[src/sts_consts.vh]
/*
  constants for the smbus temperature sensor front end: addresses,
  command codes, conversion timing and temperature encoding limits.
  assumes a 20 MHz system clock.
*/
`ifndef STS_CONSTS_VH
`define STS_CONSTS_VH
`define STS_ARA_ADDR 7'h0C
`define STS_CMD_LOCAL 8'h00
`define STS_CMD_REMOTE 8'h01
`define STS_CMD_ONESHOT 8'h0F
`define STS_CMD_RESET 8'h00
`define STS_TEMP_RESET 8'h00
`define STS_CLK_HZ 20000000
`define STS_CONV_MS 125
`define STS_CONV_CYCLES ((`STS_CLK_HZ / 1000) * `STS_CONV_MS)
`define STS_TEMP_MAX 8'h7F
`define STS_TEMP_MIN 8'h80
`endif

[src/sts_bit_slave.v]
/*
  smbus byte-level slave engine: detects start/stop, shifts bytes msb
  first, drives ack and read data on the open-drain data line.
  assumes scl and sda inputs are already synchronous to clock_i.
*/
`timescale 1ns/1ps
`include "sts_consts.vh"
module sts_bit_slave (
  input wire clock_i,
  input wire nrst_i,
  input wire scl_i,
  input wire sda_i,
  input wire ack_en_i,
  input wire [7:0] tx_byte_i,
  input wire tx_mode_i,
  output reg sda_oe_o,
  output reg start_o,
  output reg stop_o,
  output reg byte_o,
  output reg [7:0] rx_byte_o,
  output reg master_ack_o
);
  reg scl_q, sda_q;
  reg [3:0] cnt_q;
  reg [7:0] sh_q;
  reg active_q;
  reg txing_q;
  wire scl_rise = scl_i & ~scl_q;
  wire scl_fall = ~scl_i & scl_q;
  wire st = scl_i & scl_q & sda_q & ~sda_i;
  wire sp = scl_i & scl_q & ~sda_q & sda_i;
  always @(posedge clock_i or negedge nrst_i) begin
    if (!nrst_i) begin
      scl_q <= 1'b1;
      sda_q <= 1'b1;
      cnt_q <= 4'h0;
      sh_q <= 8'h00;
      active_q <= 1'b0;
      txing_q <= 1'b0;
      sda_oe_o <= 1'b0;
      start_o <= 1'b0;
      stop_o <= 1'b0;
      byte_o <= 1'b0;
      rx_byte_o <= 8'h00;
      master_ack_o <= 1'b0;
    end else begin
      scl_q <= scl_i;
      sda_q <= sda_i;
      start_o <= st;
      stop_o <= sp;
      byte_o <= 1'b0;
      if (st) begin
        active_q <= 1'b1;
        cnt_q <= 4'h0;
        txing_q <= 1'b0;
        sda_oe_o <= 1'b0;
      end else if (sp) begin
        active_q <= 1'b0;
        sda_oe_o <= 1'b0;
      end else if (active_q && scl_rise) begin
        if (cnt_q < 4'h8) begin
          // read data moves out on falling edges only
          if (!txing_q) begin
            sh_q <= {sh_q[6:0], sda_i};
          end
          if (cnt_q == 4'h7 && !txing_q) begin
            rx_byte_o <= {sh_q[6:0], sda_i};
            byte_o <= 1'b1;
          end
        end else begin
          master_ack_o <= ~sda_i;
          if (txing_q) begin
            byte_o <= 1'b1;
          end
        end
        cnt_q <= (cnt_q == 4'h8) ? 4'h0 : cnt_q + 4'h1;
      end else if (active_q && scl_fall) begin
        // cnt_q already advanced: 8 means ack slot, 0 means next byte
        if (cnt_q == 4'h8) begin
          sda_oe_o <= txing_q ? 1'b0 : ack_en_i;
        end else if (cnt_q == 4'h0 && tx_mode_i && !txing_q && sda_oe_o) begin
          txing_q <= 1'b1;
          sh_q <= {tx_byte_i[6:0], 1'b0};
          sda_oe_o <= ~tx_byte_i[7];
        end else if (txing_q && cnt_q != 4'h0) begin
          sda_oe_o <= ~sh_q[7];
          sh_q <= {sh_q[6:0], 1'b0};
        end else begin
          sda_oe_o <= 1'b0;
        end
      end
    end
  end
endmodule

[src/sts_slave_top.v]
/*
  smbus slave interface and conversion control of a two-channel
  temperature sensor. assumes synchronous pin inputs at 20 MHz; the
  analogue converter answers a start pulse with raw results in halves
  of a degree (9-bit two's complement) and a done pulse.
*/
// Notes on behaviour
// one-shot still converts once during software standby
// low standby input forces hardware standby
// standby input low blocks every software conversion request
// standby during conversion aborts it; result registers keep old values
// every conversion not aborted by standby lasts 125 ms from the conversion timer
// both channels answer at the single slave address
// write byte, read byte, send byte, receive byte supported
// receive byte returns register chosen by last command byte
// temperature is 8-bit two's complement, 1 degree per count, msb first
// half a degree added before truncation
// host frames; device returns read data, host does not ack it
// one-shot uses send byte; device acks address and command
// receive byte to alert response address returns own address
// multi-master hosts should avoid short protocols
// one-shot in hardware standby starts nothing
// after one-shot in software standby, return to standby
// one-shot during a running conversion is ignored
// command index resets to zero so first receive reads local
// foreign address is not acknowledged; transaction ignored
`timescale 1ns/1ps
`include "sts_consts.vh"
module sts_slave_top #(
  parameter [6:0] SLAVE_ADDR = 7'h18,
  parameter [31:0] CONV_CYCLES = `STS_CONV_CYCLES
) (
  input wire clock_i,
  input wire nrst_i,
  input wire scl_i,
  input wire sda_i,
  input wire standby_input_pin_i,
  input wire sw_standby_i,
  input wire alert_pending_i,
  input wire signed [8:0] raw_local_i,
  input wire signed [8:0] raw_remote_i,
  input wire adc_done_i,
  output reg sda_o,
  output reg sda_oe_o,
  output reg adc_start_o,
  output reg adc_abort_o,
  output reg busy_o,
  output reg [7:0] local_temp_o,
  output reg [7:0] remote_temp_o,
  output reg [7:0] cmd_index_o,
  output reg wr_strobe_o,
  output reg [7:0] wr_data_o
);
  localparam [4:0] S_IDLE = 5'b00001;
  localparam [4:0] S_ADDR = 5'b00010;
  localparam [4:0] S_CMD = 5'b00100;
  localparam [4:0] S_DATA = 5'b01000;
  localparam [4:0] S_SKIP = 5'b10000;

  wire oe_w, st_w, sp_w, byte_w, mack_w;
  wire [7:0] rx_w;
  reg [4:0] st_q;
  reg ack_en_q;
  reg tx_mode_q;
  reg ara_q;
  reg [7:0] tx_byte_q;
  reg oneshot_q;
  reg conv_q;
  reg [31:0] tmr_q;
  reg busy_shot_q;

  sts_bit_slave u_bit (
    .clock_i(clock_i),
    .nrst_i(nrst_i),
    .scl_i(scl_i),
    .sda_i(sda_i),
    .ack_en_i(ack_en_q),
    .tx_byte_i(tx_byte_q),
    .tx_mode_i(tx_mode_q),
    .sda_oe_o(oe_w),
    .start_o(st_w),
    .stop_o(sp_w),
    .byte_o(byte_w),
    .rx_byte_o(rx_w),
    .master_ack_o(mack_w)
  );

  // rounding: add half degree then drop the fraction, clamp to 8 bits
  function [7:0] round_temp;
    input signed [8:0] raw;
    reg signed [9:0] s;
    begin
      s = {raw[8], raw} + 10'sd1;
      s = s >>> 1;
      if (s > 10'sd127)
        round_temp = `STS_TEMP_MAX;
      else if (s < -10'sd128)
        round_temp = `STS_TEMP_MIN;
      else
        round_temp = s[7:0];
    end
  endfunction

  // register read mux; index shared by both channels
  always @* begin
    case (cmd_index_o)
      `STS_CMD_LOCAL: tx_byte_q = local_temp_o;
      `STS_CMD_REMOTE: tx_byte_q = remote_temp_o;
      default: tx_byte_q = 8'h00;
    endcase
    if (ara_q)
      tx_byte_q = {SLAVE_ADDR, 1'b1};
  end

  always @(posedge clock_i or negedge nrst_i) begin
    if (!nrst_i) begin
      st_q <= S_IDLE;
      ack_en_q <= 1'b0;
      tx_mode_q <= 1'b0;
      ara_q <= 1'b0;
      cmd_index_o <= `STS_CMD_RESET;
      wr_strobe_o <= 1'b0;
      wr_data_o <= 8'h00;
      oneshot_q <= 1'b0;
      sda_o <= 1'b0;
      sda_oe_o <= 1'b0;
    end else begin
      sda_o <= 1'b0;
      sda_oe_o <= oe_w;
      wr_strobe_o <= 1'b0;
      oneshot_q <= 1'b0;
      if (st_w) begin
        st_q <= S_ADDR;
        ack_en_q <= 1'b0;
        tx_mode_q <= 1'b0;
        ara_q <= 1'b0;
      end else if (sp_w) begin
        st_q <= S_IDLE;
        tx_mode_q <= 1'b0;
        ack_en_q <= 1'b0;
      end else if (byte_w) begin
        case (st_q)
          S_ADDR: begin
            if (rx_w[7:1] == SLAVE_ADDR) begin
              ack_en_q <= 1'b1;
              tx_mode_q <= rx_w[0];
              st_q <= rx_w[0] ? S_SKIP : S_CMD;
            end else if (rx_w[7:1] == `STS_ARA_ADDR && rx_w[0] && alert_pending_i) begin
              ack_en_q <= 1'b1;
              tx_mode_q <= 1'b1;
              ara_q <= 1'b1;
              st_q <= S_SKIP;
            end else begin
              ack_en_q <= 1'b0;
              st_q <= S_SKIP;
            end
          end
          S_CMD: begin
            if (rx_w == `STS_CMD_ONESHOT)
              oneshot_q <= 1'b1;
            else
              cmd_index_o <= rx_w;
            st_q <= S_DATA;
          end
          S_DATA: begin
            wr_data_o <= rx_w;
            wr_strobe_o <= 1'b1;
            st_q <= S_SKIP;
          end
          S_SKIP: begin
            // read byte done (master nack ends it) or extra bytes refused
            ack_en_q <= 1'b0;
            tx_mode_q <= tx_mode_q & mack_w;
          end
          default: st_q <= S_IDLE;
        endcase
      end
    end
  end

  // conversion control
  wire hw_standby_input_pin = ~standby_input_pin_i;
  wire standby_input_pin = hw_standby_input_pin | sw_standby_i;
  wire auto_req = ~standby_input_pin & ~conv_q & (tmr_q == 32'd0);
  wire shot_req = oneshot_q & ~hw_standby_input_pin & ~conv_q;

  always @(posedge clock_i or negedge nrst_i) begin
    if (!nrst_i) begin
      conv_q <= 1'b0;
      tmr_q <= 32'd0;
      adc_start_o <= 1'b0;
      adc_abort_o <= 1'b0;
      busy_o <= 1'b0;
      local_temp_o <= `STS_TEMP_RESET;
      remote_temp_o <= `STS_TEMP_RESET;
    end else begin
      adc_start_o <= 1'b0;
      adc_abort_o <= 1'b0;
      if (conv_q && standby_input_pin && !busy_shot_q) begin
        conv_q <= 1'b0;
        adc_abort_o <= 1'b1;
        tmr_q <= 32'd0;
      end else if (conv_q && hw_standby_input_pin) begin
        conv_q <= 1'b0;
        adc_abort_o <= 1'b1;
        tmr_q <= 32'd0;
      end else if (conv_q) begin
        if (adc_done_i) begin
          local_temp_o <= round_temp(raw_local_i);
          remote_temp_o <= round_temp(raw_remote_i);
        end
        if (tmr_q == CONV_CYCLES - 32'd1) begin
          conv_q <= 1'b0;
          tmr_q <= 32'd0;
        end else begin
          tmr_q <= tmr_q + 32'd1;
        end
      end else if (auto_req || shot_req) begin
        conv_q <= 1'b1;
        adc_start_o <= 1'b1;
        tmr_q <= 32'd0;
      end
      busy_o <= conv_q;
    end
  end

  // one-shot in software standby survives the software standby level
  always @(posedge clock_i or negedge nrst_i) begin
    if (!nrst_i)
      busy_shot_q <= 1'b0;
    else if (shot_req && !auto_req)
      busy_shot_q <= 1'b1;
    else if (!conv_q)
      busy_shot_q <= 1'b0;
  end
endmodule

[config.mk]
export PLATFORM = sky130hd
export DESIGN_NAME = sts_slave_top
export DESIGN_NICKNAME = d
export VERILOG_FILES = /design/src/sts_bit_slave.v /design/src/sts_slave_top.v
export VERILOG_INCLUDE_DIRS = /design/src /design/src/src
export SDC_FILE = /design/constraint.sdc
export NUM_CORES = 1
export LEC_CHECK = 0
export BUFFER_PORTS_ARGS = -buffer_cell sky130_fd_sc_hd__buf_4
export CAP_MARGIN = 0
export CORE_UTILIZATION = 35
export CTS_CLUSTER_SIZE = 40
export DETAILED_ROUTE_END_ITERATION = 8
export SYNTH_ARGS = -nofsm -noshare
export SYNTH_HDL_FRONTEND = slang
export SYNTH_SLANG_ARGS = --single-unit
[constraint.sdc]
create_clock -name clock_i -period 6.8 [get_ports clock_i]
set_input_delay 1.36 -clock clock_i [delete_from_list [all_inputs] [get_ports clock_i]]
set_output_delay 1.36 -clock clock_i [all_outputs]
set_load 0.005 [all_outputs]
* Yosys cells after proc, flatten, opt, wreduce, memory -nomap -nowiden
Index checks and enable logic that the tools add are counted.
Widths: inputs -> output; s select.
** Storage, ports and cells
- Logic and storage cells :: 226
- Register bits :: 109
- Bits of input ports :: 26
- Output and inout port bits :: 38
** Operators by class
- Mux-type cells :: 88
- Reductions and logical operators :: 47
- Bitwise logic cells :: 30
- $add $sub $neg :: 4
- Magnitude comparators :: 5
- Equality and inequality tests :: 23
** Operators with widths (number)
- $mux 32 :: 5
- $mux 8 :: 12
- $mux 1 :: 58
- $add 32x1->32 const B :: 1
- $eq 32x22->1 const B :: 1
- $logic_not 32->1 :: 1
- $mux 5 :: 5
- $add 9x2->10 const B :: 2
- $pmux 5 s4 :: 1
- $reduce_and 5->1 :: 4
- $gt 9x8->1 const B :: 2
- $lt 9x8->1 const B :: 2
- $not 1->1 :: 17
- $mux 4 :: 4
- $pmux 8 s2 :: 1
- $reduce_bool 2->1 :: 8
- $ne 2x1->1 const B :: 7
- $logic_and 1x1->1 :: 13
- $and 1x1->1 :: 12
- $reduce_and 4->1 :: 3
- $reduce_bool 4->1 :: 3
- $reduce_bool 3->1 :: 3
- $eq 8x1->1 const B :: 1
- $eq 8x4->1 const B :: 1
- 22 further kinds :: 30

* Depth between registers and ports, before layout
Gate-level depths: netlist of run 1.
- Word-level depth :: 10
- Depth in mapped cells :: 9
- Depth with buffers taken out :: 7

* By module
A second synthesis of run 1 with hierarchy kept.
** Second synthesis, totals
- Cells, all modules :: 599
- Area, all modules :: 5864.4 µm²
** By module, submodules not included
- sts_slave_top :: sequential area each 2003.2 µm², cells each 490, instances 1, area each 4551.9 µm²
- sts_bit_slave :: sequential area each 728.2 µm², cells each 109, instances 1, area each 1312.5 µm²

* Least setup slack after synthesis of run 1
Ideal clock, no wire load.
- Path type :: in2reg
- Start point :: in sw_standby_i
- End point :: reg tmr_q[10]
- Path slack :: 4.139 ns
- Data arrival time :: 2.535 ns
- Library setup time :: 0.127 ns
- Cell stages on the path :: 7
- Buffers on the path :: 2
- Data required time :: 6.673 ns
- Cell sequence :: nor4bb_1 -> nand4_1 -> o31a_1 -> buf_6 -> buf_6 -> a21oi_2 -> mux2i_1
** On the way
- Word-level cells in the longest chain between the ends :: 6
- Elaborated cells between the ends (all ways) :: 9
- Classes of those cells :: mux: 1; bitwise: 4; reduce/logical: 4
** Ends and longest elaborated chain
- from (decl) :: line sts_slave_top.v:38 : input wire sw_standby_i,
- $or 1x1->1 * :: line sts_slave_top.v:183 : wire standby_input_pin = hw_standby_input_pin | sw_standby_i;
- $not 1->1 :: line sts_slave_top.v:184 : wire auto_req = ~standby_input_pin & ~conv_q & (tmr_q == 32'd0);
- $and 1x1->1 (2 in a row) :: line sts_slave_top.v:184
- $logic_or 1x1->1 :: line sts_slave_top.v:218 : end else if (auto_req || shot_req) begin
- $reduce_bool 4->1 (no line)
- to (signal assigned) :: line sts_slave_top.v:216 : tmr_q <= tmr_q + 32'd1;
- to (decl) :: line sts_slave_top.v:69 : reg [31:0] tmr_q;
Every way passes the cells marked *; elsewhere a longest branch is shown, timed or not.
A chain may end at the register's enable or synchronous reset.

* Worst setup path after layout of run 1
- Start point :: reg tmr_q[14]
- End point :: reg tmr_q[29]
** On the way
- Word-level cells in the longest chain between the ends :: 5
- Elaborated cells between the ends (all ways) :: 10
- Classes of those cells :: add/sub: 1; eq/ne: 1; mux: 4; bitwise: 1; reduce/logical: 3
** Ends and longest elaborated chain
- $add 32x1->32 / $eq 32x22->1 (equally long branches) :: line sts_slave_top.v:216, sts_slave_top.v:212
- $mux 32 :: line sts_slave_top.v:212 : if (tmr_q == CONV_CYCLES - 32'd1) begin
- $mux 32 :: line sts_slave_top.v:207 : end else if (conv_q) begin
- $mux 32 :: line sts_slave_top.v:203 : end else if (conv_q && hw_standby_input_pin) begin
- $mux 32 :: line sts_slave_top.v:199 : if (conv_q && standby_input_pin && !busy_shot_q) begin
Several ways; a longest one is shown, not always the timed one.

==> results of run 1 <==
cell type report:
class                      count  area (µm²)  share of cell area, %
multi-input combinational    436        2780                   41.7
sequential                   109        2730                   41.0
timing repair buffer          64         480                   7.22
tap                          216         270                   4.06
clock buffer                  11         243                   3.65
inverter                      25        93.8                   1.41
clock inverter                 5        57.6                  0.865
final timing paths:
| check | end | slack (ps) | depth (start not counted) |
|---|---|---|---|
| worst max-delay path | tmr_q[29] | 3790 | 5 |
| worst min-delay path | sda_oe_o | 400 | 0 |
| worst max register to register | tmr_q[29] | 3790 | 5 |
| worst min register to register | sda_oe_o | 400 | 0 |
| max in group asynchronous | u_bit.master_ack_o | 4560 | 2 |
| min in group asynchronous | tmr_q[12] | 940 | 1 |
worst max-delay path, stage by stage, from the launching register on:
cell	delay, ps
dfrtp_1	440
or4_1	600
nor4_1	450
a21o_1	870
o21ai_0	200
mux2_2	310
cells in the mapped netlist, drive strengths merged, types with 2 or more instances:
| library cell | count |
|---|---|
| xor2 | 4 |
| a31oi | 6 |
| mux2 | 33 |
| inv | 25 |
| a211oi | 2 |
| buf | 11 |
| o311ai | 3 |
| or3 | 13 |
| dfrtp | 106 |
| o211ai | 7 |
| nand2 | 57 |
| clkbuf | 18 |
| o31ai | 3 |
| nor4 | 16 |
| ha | 6 |
| nand3b | 5 |
| nor3 | 21 |
| dfstp | 3 |
| a31o | 2 |
| nand4 | 20 |
| nand2b | 6 |
| nor3b | 5 |
| and4 | 4 |
| nand3 | 33 |
| nand4b | 3 |
| nor2 | 38 |
| a21o | 11 |
| or2 | 5 |
| o22ai | 3 |
| a21oi | 32 |
| mux2i | 9 |
| and3 | 5 |
| a21boi | 2 |
| o21ai | 42 |
| xnor2 | 7 |
| or4 | 11 |
registers in the layout, indices dropped and copies added (netlist names), 4 cells and up:
signal,flops
u_bit.sh_q,8
u_bit.cnt_q,4
tmr_q,32
cmd_index_o,8
local_temp_o,8
remote_temp_o,8
u_bit.rx_byte_o,8
st_q,5
wr_data_o,8
where the power goes:
group          switching, mW  internal [mW]
logic                 0.0687         0.0574
registers             0.0306          0.682
clock network          0.236          0.297
total                  0.335           1.04
per-stage QoR:
stage / utilization (%) / cell area (µm²) / hold slack [ps] / instances / power [mW]
2_1_floorplan: - / 5750 / 368 / 599 / 0.798
3_3_place_gp: 39.9 / 6350 / 400 / 850 / 0.845
3_5_place_dp: 39.9 / 6350 / 391 / 850 / 0.851
4_1_cts: 41.7 / 6650 / 407 / 866 / 1.39
5_1_grt: 41.7 / 6650 / 432 / 866 / 1.44
6_report: 41.7 / 6650 / 400 / 866 / 1.37
per-layer routing:
layer	track usage (%)	vias up
met4	5.81	0
met1	24.5	2267
met2	27.1	107
met3	3.08	11
li1	-	2286
met5	0	-
cells by family after synthesis:
kind of cell	Yosys count	synth area share (%)
flops	109	47.5
other cells	1	0.0652
xor+xnor	11	1.67
compound gates	128	14.3
mux	42	8.02
simple gates	248	22.9
fa+ha+maj	6	1.30
buf+inv	54	4.26
==> results.py, run 1 <==
metrics = {
    "run_status": {
        "outcome": "finished, final reports clean",
    },
    "routing": {
        "antenna_left": 0,
        "wirelength_um": 13500,
        "drc": 0,
        "wl_per_cell_um": 15.6,
        "met3_length_um": 460,
        "viasPerCell": 5.39,
        "first_pass_iters": 5,
        "dr_total_vias": 4671,
        "drt_iter0_markers": 346,
        "top_layer": "met4",
        "wl_met1_um": 6660,
        "wl_met2_um": 6200,
    },
    "die": {
        "die_area_mm2": 0.0170,
        "core_area_mm2": 0.0159,
        "start_util_pct": 36.1,
        "die_w_um": 130,
        "die-height_um": 130,
        "placementRows": 46,
        "io_pins": 64,
    },
    "global_route": {
        "gr-total-overflow": 0,
        "grt_pass1_wl_um": 23200,
        "grt_max_degree": 78,
        "antenna_found_initial": 0,
        "grt_pass1_vias": 4571,
        "grt_usage_pct": 17.4,
    },
    "worst_setup_path": {
        "worstReg2RegStart": "tmr_q[14]",
        "critPathLaunchType": "register",
        "critPathRequiredTime_ps": 7030,
        "cp-startpoint": "tmr_q[14]",
        "end_kind": "register",
        "path_class": "reg -> reg",
        "worstPathArrival_ps": 3240,
        "critPathMaxFanout": 37,
    },
    "sta": {
        "finalWorstSetupSlack_ps": 3790,
        "drv_slew": 0,
        "fin_tns_setup_ps": 0,
        "period_needed_ps": 3010,
        "slew_headroom_pct": 30.6,
        "tightest_slew_ps": 1040,
        "rsz0062_at_grt": "false",
        "setup_viol": 0,
        "max_freq_mhz": 333,
        "hold_viol": 0,
        "final.period_utilization_pct": 44.2,
        "fin_skew_ps": 9.99,
    },
    "logic_synthesis": {
        "synth_edf_count": 0,
        "synthesis.area_mm2": 0.00575,
        "synth_top_area_cell": "dfrtp_1",
        "synth_top_area_share_pct": 46.1,
        "synth_ff_type": "dfrtp_1",
        "syn_avg_cell_area_um2": 9.61,
        "seq_area_frac_synth_pct": 47.5,
        "synth_seq_cells": 109,
        "synthTopCellsByArea": "dfrtp_1, mux2_2, nand2_1",
        "ys_warn_count": 0,
        "synth_cell_types": 66,
        "synth_cells": 599,
        "synthesis.nets": 631,
        "async_flop_share_pct": 100,
    },
    "layout": {
        "n_antenna_cell": 0,
        "final_common_cell": "dfrtp_1",
        "fillers": 1548,
        "layout-drive-gt1-share_pct": 20.3,
        "syn2layout_area_growth_pct": 15.6,
        "nNetsFinal": 677,
        "layout_common_cells": "dfrtp_1, buf_4, nand2_1",
    },
    "place": {
        "dp_hpwl_um": 9810,
        "place_congestion": 0.859,
        "port_buffers": 62,
        "dpl_worst_slack_ps": 3640,
    },
    "worst_hold_path": {
        "hold_class": "reg -> reg",
        "hp-start": "u_bit.sda_oe_o",
    },
    "clocking": {
        "post-cts-setup-buffer-count": 0,
        "numCtsBuffers": 9,
        "clockBufferDepth": 2,
        "clock_latency_ps": 350,
        "cts_tree": "built",
        "cts_resized": 0,
        "htree_levels": 3,
        "clkSinkCount": 109,
        "clkTransAtPathRegs_ps": 70,
        "postCtsHoldBufs": 0,
        "ctsRootBufferMaster": "clkbuf_16",
    },
    "power": {
        "p_leak_nw": 3.02,
        "max-vdd-ir-drop_mv": 0.151,
        "p_per_area_mw_per_mm2": 206,
    },
    "run": {
        "drv_cap": 0,
    },
}
Note: power is estimated with default switching activity, not from simulation.
==> run 2: changes to the inputs <==
==> constraint.sdc (replaced) <==
create_clock -name clock_i -period 2.9 [get_ports clock_i]
set_input_delay 0.58 -clock clock_i [delete_from_list [all_inputs] [get_ports clock_i]]
set_output_delay 0.58 -clock clock_i [all_outputs]
set_load 0.005 [all_outputs]
==> run 2 against run 1 <==
Against the previous run: non-clock buffer count grew 5; worst hold slack lost 220 ps; die area is the same; sequential power grew 130%; clock power grew 130%; first-iteration DRC count shrank 22%; global-route usage grew 0.064 points; critical endpoint is now tmr_q[30].
==> results.py, run 2 (same netlist as run 1, synthesis figures left out) <==
metrics = {
    "routing": {
        "wirelength_um": 13900,
        "viasPerCell": 5.46,
        "first_pass_iters": 5,
        "drt_iter0_markers": 270,
        "drc": 0,
        "dr_total_vias": 4753,
        "antenna_left": 0,
        "wl_per_cell_um": 16.0,
    },
    "sta": {
        "slew_headroom_pct": 38.0,
        "max_freq_mhz": 379,
        "tightest_slew_ps": 930,
        "drv_slew": 0,
        "final.period_utilization_pct": 91.0,
        "fin_tns_setup_ps": 0,
        "setup_viol": 0,
        "hold_viol": 0,
        "period_needed_ps": 2640,
        "finalWorstSetupSlack_ps": 262,
        "rsz0062_at_grt": "false",
        "whs_ps": 179,
        "fin_skew_ps": 3.93,
    },
    "die": {
        "io_pins": 64,
        "start_util_pct": 36.1,
        "die-height_um": 130,
        "placementRows": 46,
        "core_area_mm2": 0.0159,
        "die_area_mm2": 0.0170,
        "die_w_um": 130,
    },
    "clocking": {
        "htree_levels": 3,
        "post-cts-setup-buffer-count": 0,
        "cts_tree": "built",
        "numCtsBuffers": 9,
        "clkTransAtPathRegs_ps": 70,
        "clock_latency_ps": 340,
        "clkSinkCount": 109,
        "clockBufferDepth": 2,
        "postCtsHoldBufs": 0,
        "ctsRootBufferMaster": "clkbuf_16",
        "cts_resized": 0,
    },
    "global_route": {
        "grt_max_degree": 78,
        "grt_pass1_wl_um": 23300,
        "grt_pass1_vias": 4669,
        "gr-total-overflow": 0,
        "antenna_found_initial": 0,
        "grt_usage_pct": 17.5,
    },
    "power": {
        "netSwitchingFraction_pct": 24.8,
        "p_per_area_mw_per_mm2": 478,
        "intPower_mw": 2.40,
        "combPwrFrac_pct": 9.4,
        "power.switching_mw": 0.791,
        "p_clk_share_pct": 38.2,
        "p_leak_nw": 3.04,
        "seqPwrFrac_pct": 52.3,
        "max-vdd-ir-drop_mv": 0.351,
        "totalPowerFinal_mw": 3.20,
    },
    "layout": {
        "syn2layout_area_growth_pct": 16.3,
        "fillers": 1593,
        "nNetsFinal": 682,
        "final_cells": 870,
        "multi_input_comb_area_mm2": 0.00278,
        "final_util_pct": 42.0,
        "final_common_cell": "dfrtp_1",
        "layout-drive-gt1-share_pct": 20.8,
        "largest-register": "tmr_q",
        "fin_area_mm2": 0.00669,
        "layout.area.seq_mm2": 0.00273,
        "largest_reg_flops": 32,
        "n_antenna_cell": 0,
        "layout_common_cells": "dfrtp_1, buf_4, nand2_1",
    },
    "worst_setup_path": {
        "worstPathArrival_ps": 2870,
        "reg2reg_to": "tmr_q[30]",
        "path_cells": "or4_1 -> or4_4 -> o31a_1 -> a211o_1",
        "critPathLaunchType": "register",
        "crit_slowest_cell": "or4_1",
        "cp-startpoint": "tmr_q[14]",
        "path_class": "reg -> reg",
        "r2r_cells": 4,
        "critPathMaxStageDelay_ps": 600,
        "end_kind": "register",
        "critPathMaxFanout": 19,
        "r2r_setup_slack_ps": 260,
        "critPathRequiredTime_ps": 3130,
        "worstReg2RegStart": "tmr_q[14]",
    },
    "run": {
        "drv_cap": 0,
    },
    "place": {
        "place_congestion": 0.850,
        "port_buffers": 62,
        "dp_hpwl_um": 10200,
        "dpl.cell_count": 855,
        "place_area_mm2": 0.00640,
        "dpl_worst_slack_ps": 299,
    },
    "worst_hold_path": {
        "hold_class": "in -> async",
    },
    "run_status": {
        "outcome": "finished, final reports clean",
    },
}
run 2: area by class of cell:
| cell class | count | area share, % |
|---|---|---|
| clock buffers | 10 | 3.42 |
| repair buffers | 69 | 7.93 |
| multi-input cells | 436 | 41.5 |
| well taps | 216 | 4.04 |
| clock inverters | 5 | 0.897 |
| flip-flops and latches | 109 | 40.8 |
| inverters | 25 | 1.40 |
run 2: critical path: cells and delay by family, from the launching register on:
family | cells | cell delay (ps)
AO/OA/AOI/OAI | 2 | 910
AND/OR/NAND/NOR | 2 | 1170
flip-flops | 1 | 450
run 2: metal layers:
metal / up-vias / global-route usage (%) / part of all wire (%) / wire, µm
met1: 2333 / 23.6 / 47 / 6530
li1: 2291 / - / - / -
met4: 0 / 5.75 / 0.99 / 137
met2: 119 / 28.4 / 48 / 6680
met3: 10 / 3.03 / 4.0 / 561
met5: - / 0 / 0 / 0
run 2: worst max path at each step:
stage	slack, ps	cells past startpoint	end
after global routing	160	5	tmr_q[29]
after CTS	270	5	tmr_q[29]
final	260	4	tmr_q[30]
after global placement	310	5	tmr_q[29]
after floorplan	610	7	tmr_q[10]
after detailed placement	300	4	tmr_q[30]
run 2: power by group through the flow:
stage	logic, mW	registers [mW]	clock network, mW
after floorplan	0.193	1.68	0
after global placement	0.290	1.70	0
after detailed placement	0.302	1.70	0
after CTS	0.304	1.67	1.25
after global routing	0.342	1.68	1.31
final	0.301	1.67	1.22
==> run 3: changes to the inputs <==
--- a/config.mk
+++ b/config.mk
@@ -13,4 +13,5 @@
 export DETAILED_ROUTE_END_ITERATION = 8
 export SYNTH_ARGS = -nofsm -noshare
 export SYNTH_HDL_FRONTEND = slang
+export SYNTH_HIERARCHICAL = 1
 export SYNTH_SLANG_ARGS = --single-unit
==> run 3 against run 2 <==
Against the previous run: setup slack improved by 240 ps; sequential cell count unchanged; sequential power about the same; register-to-register slack improved by 240 ps; final area increased by 2.2%; combinational power decreased by 6%; synthesized cell count unchanged; final cell count increased by 0.34%; first-iteration DRC count decreased by 10%; fmax increased by 9.9%; power increased by 5.4%; area after synthesis increased by 1.9%.
==> results.py, run 3 <==
metrics = {
    "sta": {
        "tightest_slew_ps": 762,
        "fin_skew_ps": 9.54,
        "fin_tns_setup_ps": 0,
        "hold_viol": 0,
        "rsz0062_at_grt": "false",
        "slew_headroom_pct": 49.2,
        "finalWorstSetupSlack_ps": 500,
        "final.period_utilization_pct": 82.8,
        "max_freq_mhz": 417,
        "period_needed_ps": 2400,
        "setup_viol": 0,
        "whs_ps": 292,
        "drv_slew": 0,
    },
    "worst_setup_path": {
        "worstPathArrival_ps": 2650,
        "critPathRequiredTime_ps": 3150,
        "path_cells": "nor4_1 -> nand3_1 -> o41ai_2 -> buf_4 -> o31ai_1 -> a21o_1",
        "path_class": "reg -> reg",
        "critPathMaxStageDelay_ps": 600,
        "critPathLaunchType": "register",
        "critPathMaxFanout": 10,
        "crit_slowest_cell": "o41ai_2",
        "end_kind": "register",
        "r2r_setup_slack_ps": 500,
    },
    "routing": {
        "drt_iter0_markers": 243,
        "viasPerCell": 5.45,
        "dr_total_vias": 4759,
        "wirelength_um": 14200,
        "wl_per_cell_um": 16.3,
        "first_pass_iters": 5,
        "drc": 0,
        "antenna_left": 0,
    },
    "die": {
        "die_w_um": 131,
        "start_util_pct": 36.4,
        "placementRows": 46,
        "die-height_um": 131,
        "io_pins": 64,
        "die_area_mm2": 0.0173,
        "core_area_mm2": 0.0161,
    },
    "logic_synthesis": {
        "synth_ff_type": "dfrtp_1",
        "synth_cells": 599,
        "seq_area_frac_synth_pct": 46.6,
        "synth_top_area_share_pct": 45.2,
        "yosys-top-cells-count": "dfrtp_1, nand2_1, nor2_1",
        "synth_top_area_cell": "dfrtp_1",
        "async_flop_share_pct": 100,
        "synthesis.nets": 631,
        "ys_warn_count": 6,
        "syn_avg_cell_area_um2": 9.79,
        "synthesis.area_mm2": 0.00586,
        "synth_edf_count": 0,
        "synth_cell_types": 77,
        "synth_seq_cells": 109,
        "synth_most_common_cell": "dfrtp_1",
        "synthTopCellsByArea": "dfrtp_1, mux2_2, nand2_1",
    },
    "global_route": {
        "grt_max_degree": 58,
        "grt_pass1_wl_um": 23800,
        "grt_pass1_vias": 4653,
        "gr-total-overflow": 0,
        "antenna_found_initial": 0,
        "grt_usage_pct": 17.1,
    },
    "clocking": {
        "cts_resized": 0,
        "post-cts-setup-buffer-count": 0,
        "clkSinkCount": 109,
        "numCtsBuffers": 9,
        "clockBufferDepth": 2,
        "postCtsHoldBufs": 0,
        "clock_latency_ps": 360,
        "clkTransAtPathRegs_ps": 70,
        "htree_levels": 3,
        "cts_tree": "built",
        "ctsRootBufferMaster": "clkbuf_16",
    },
    "layout": {
        "layout.area.seq_mm2": 0.00273,
        "multi_input_comb_area_mm2": 0.00288,
        "syn2layout_area_growth_pct": 16.7,
        "layout-drive-gt1-share_pct": 21.0,
        "largest_reg_flops": 32,
        "largest-register": "tmr_q",
        "fillers": 1577,
        "final_common_cell": "dfrtp_1",
        "layout_common_cells": "dfrtp_1, nand2_1, buf_4",
        "n_antenna_cell": 0,
        "nNetsFinal": 684,
    },
    "power": {
        "combPwrFrac_pct": 8.4,
        "p_per_area_mw_per_mm2": 492,
        "power.switching_mw": 0.775,
        "p_clk_share_pct": 42.3,
        "max-vdd-ir-drop_mv": 0.276,
        "netSwitchingFraction_pct": 23.0,
        "intPower_mw": 2.59,
        "seqPwrFrac_pct": 49.2,
        "p_leak_nw": 3.10,
    },
    "place": {
        "dpl_worst_slack_ps": 548,
        "port_buffers": 62,
        "place_congestion": 0.862,
        "dp_hpwl_um": 10500,
    },
    "run": {
        "drv_cap": 0,
    },
    "run_status": {
        "outcome": "finished, final reports clean",
    },
    "worst_hold_path": {
        "hold_class": "in -> async",
    },
}
-- run 3: cell type report --
| cell class | count | share of cell area (%) |
|---|---|---|
| clock inverter | 4 | 1.43 |
| inverter | 23 | 1.26 |
| clock buffer | 12 | 3.60 |
| timing repair buffer | 69 | 7.75 |
| tap | 216 | 3.95 |
| sequential | 109 | 39.9 |
| multi-input combinational | 440 | 42.1 |
-- run 3: critical path: cells and delay by family (launching register included) --
family | cells | cell delay (ps)
buffers and inverters | 1 | 280
DFF | 1 | 430
and+or+nand+nor | 2 | 720
AOI/OAI and AO/OA | 3 | 860
-- run 3: cell families (layout without fill, tap and decap cells) --
kind of cell	count (synthesis)	count (layout)	synth area share, %
simple gates	252	252	23.2
other cells	1	1	0.0639
compound gates	120	120	13.8
xor+xnor	11	11	1.64
buf+inv	50	108	4.31
mux	50	50	9.17
fa+ha+maj	6	6	1.28
flops	109	109	46.6
-- run 3: metrics by stage --
stage,std cells,util (%),power [mW],area (µm²)
after floorplan,599,-,1.84,5860
after global routing,873,42.5,3.50,6840
after CTS,873,42.5,3.41,6840
after global placement,857,40.3,1.96,6500
after detailed placement,857,40.3,1.97,6500
final,873,42.5,3.37,6840
-- run 3: per-layer routing --
| metal | share of wire (%) | vias up | global-route usage, % |
|---|---|---|---|
| met5 | 0 | - | 0 |
| met4 | 1.2 | 0 | 4.65 |
| met3 | 4.8 | 16 | 4.01 |
| met2 | 47 | 118 | 27.6 |
| met1 | 47 | 2335 | 22.9 |
| li1 | - | 2290 | - |
-- run 3: final timing paths --
kind,endpoint,cells past startpoint,startpoint
worst max-delay path,tmr_q[5],6,tmr_q[12]
worst min-delay path,tmr_q[16],1,nrst_i
worst max register to register,tmr_q[5],6,tmr_q[12]
worst min register to register,sda_oe_o,0,u_bit/sda_oe_o
max in group asynchronous,u_bit/scl_q,2,nrst_i
min in group clock_i,u_bit/scl_q,1,scl_i
-- run 3: power groups by stage --
stage / Combinational [mW] / Clock (mW) / Sequential, mW
floorplan: 0.184 / 0 / 1.66
global placement: 0.277 / 0 / 1.68
detailed placement: 0.286 / 0 / 1.69
CTS: 0.288 / 1.46 / 1.66
global route: 0.322 / 1.51 / 1.67
finish: 0.284 / 1.43 / 1.66
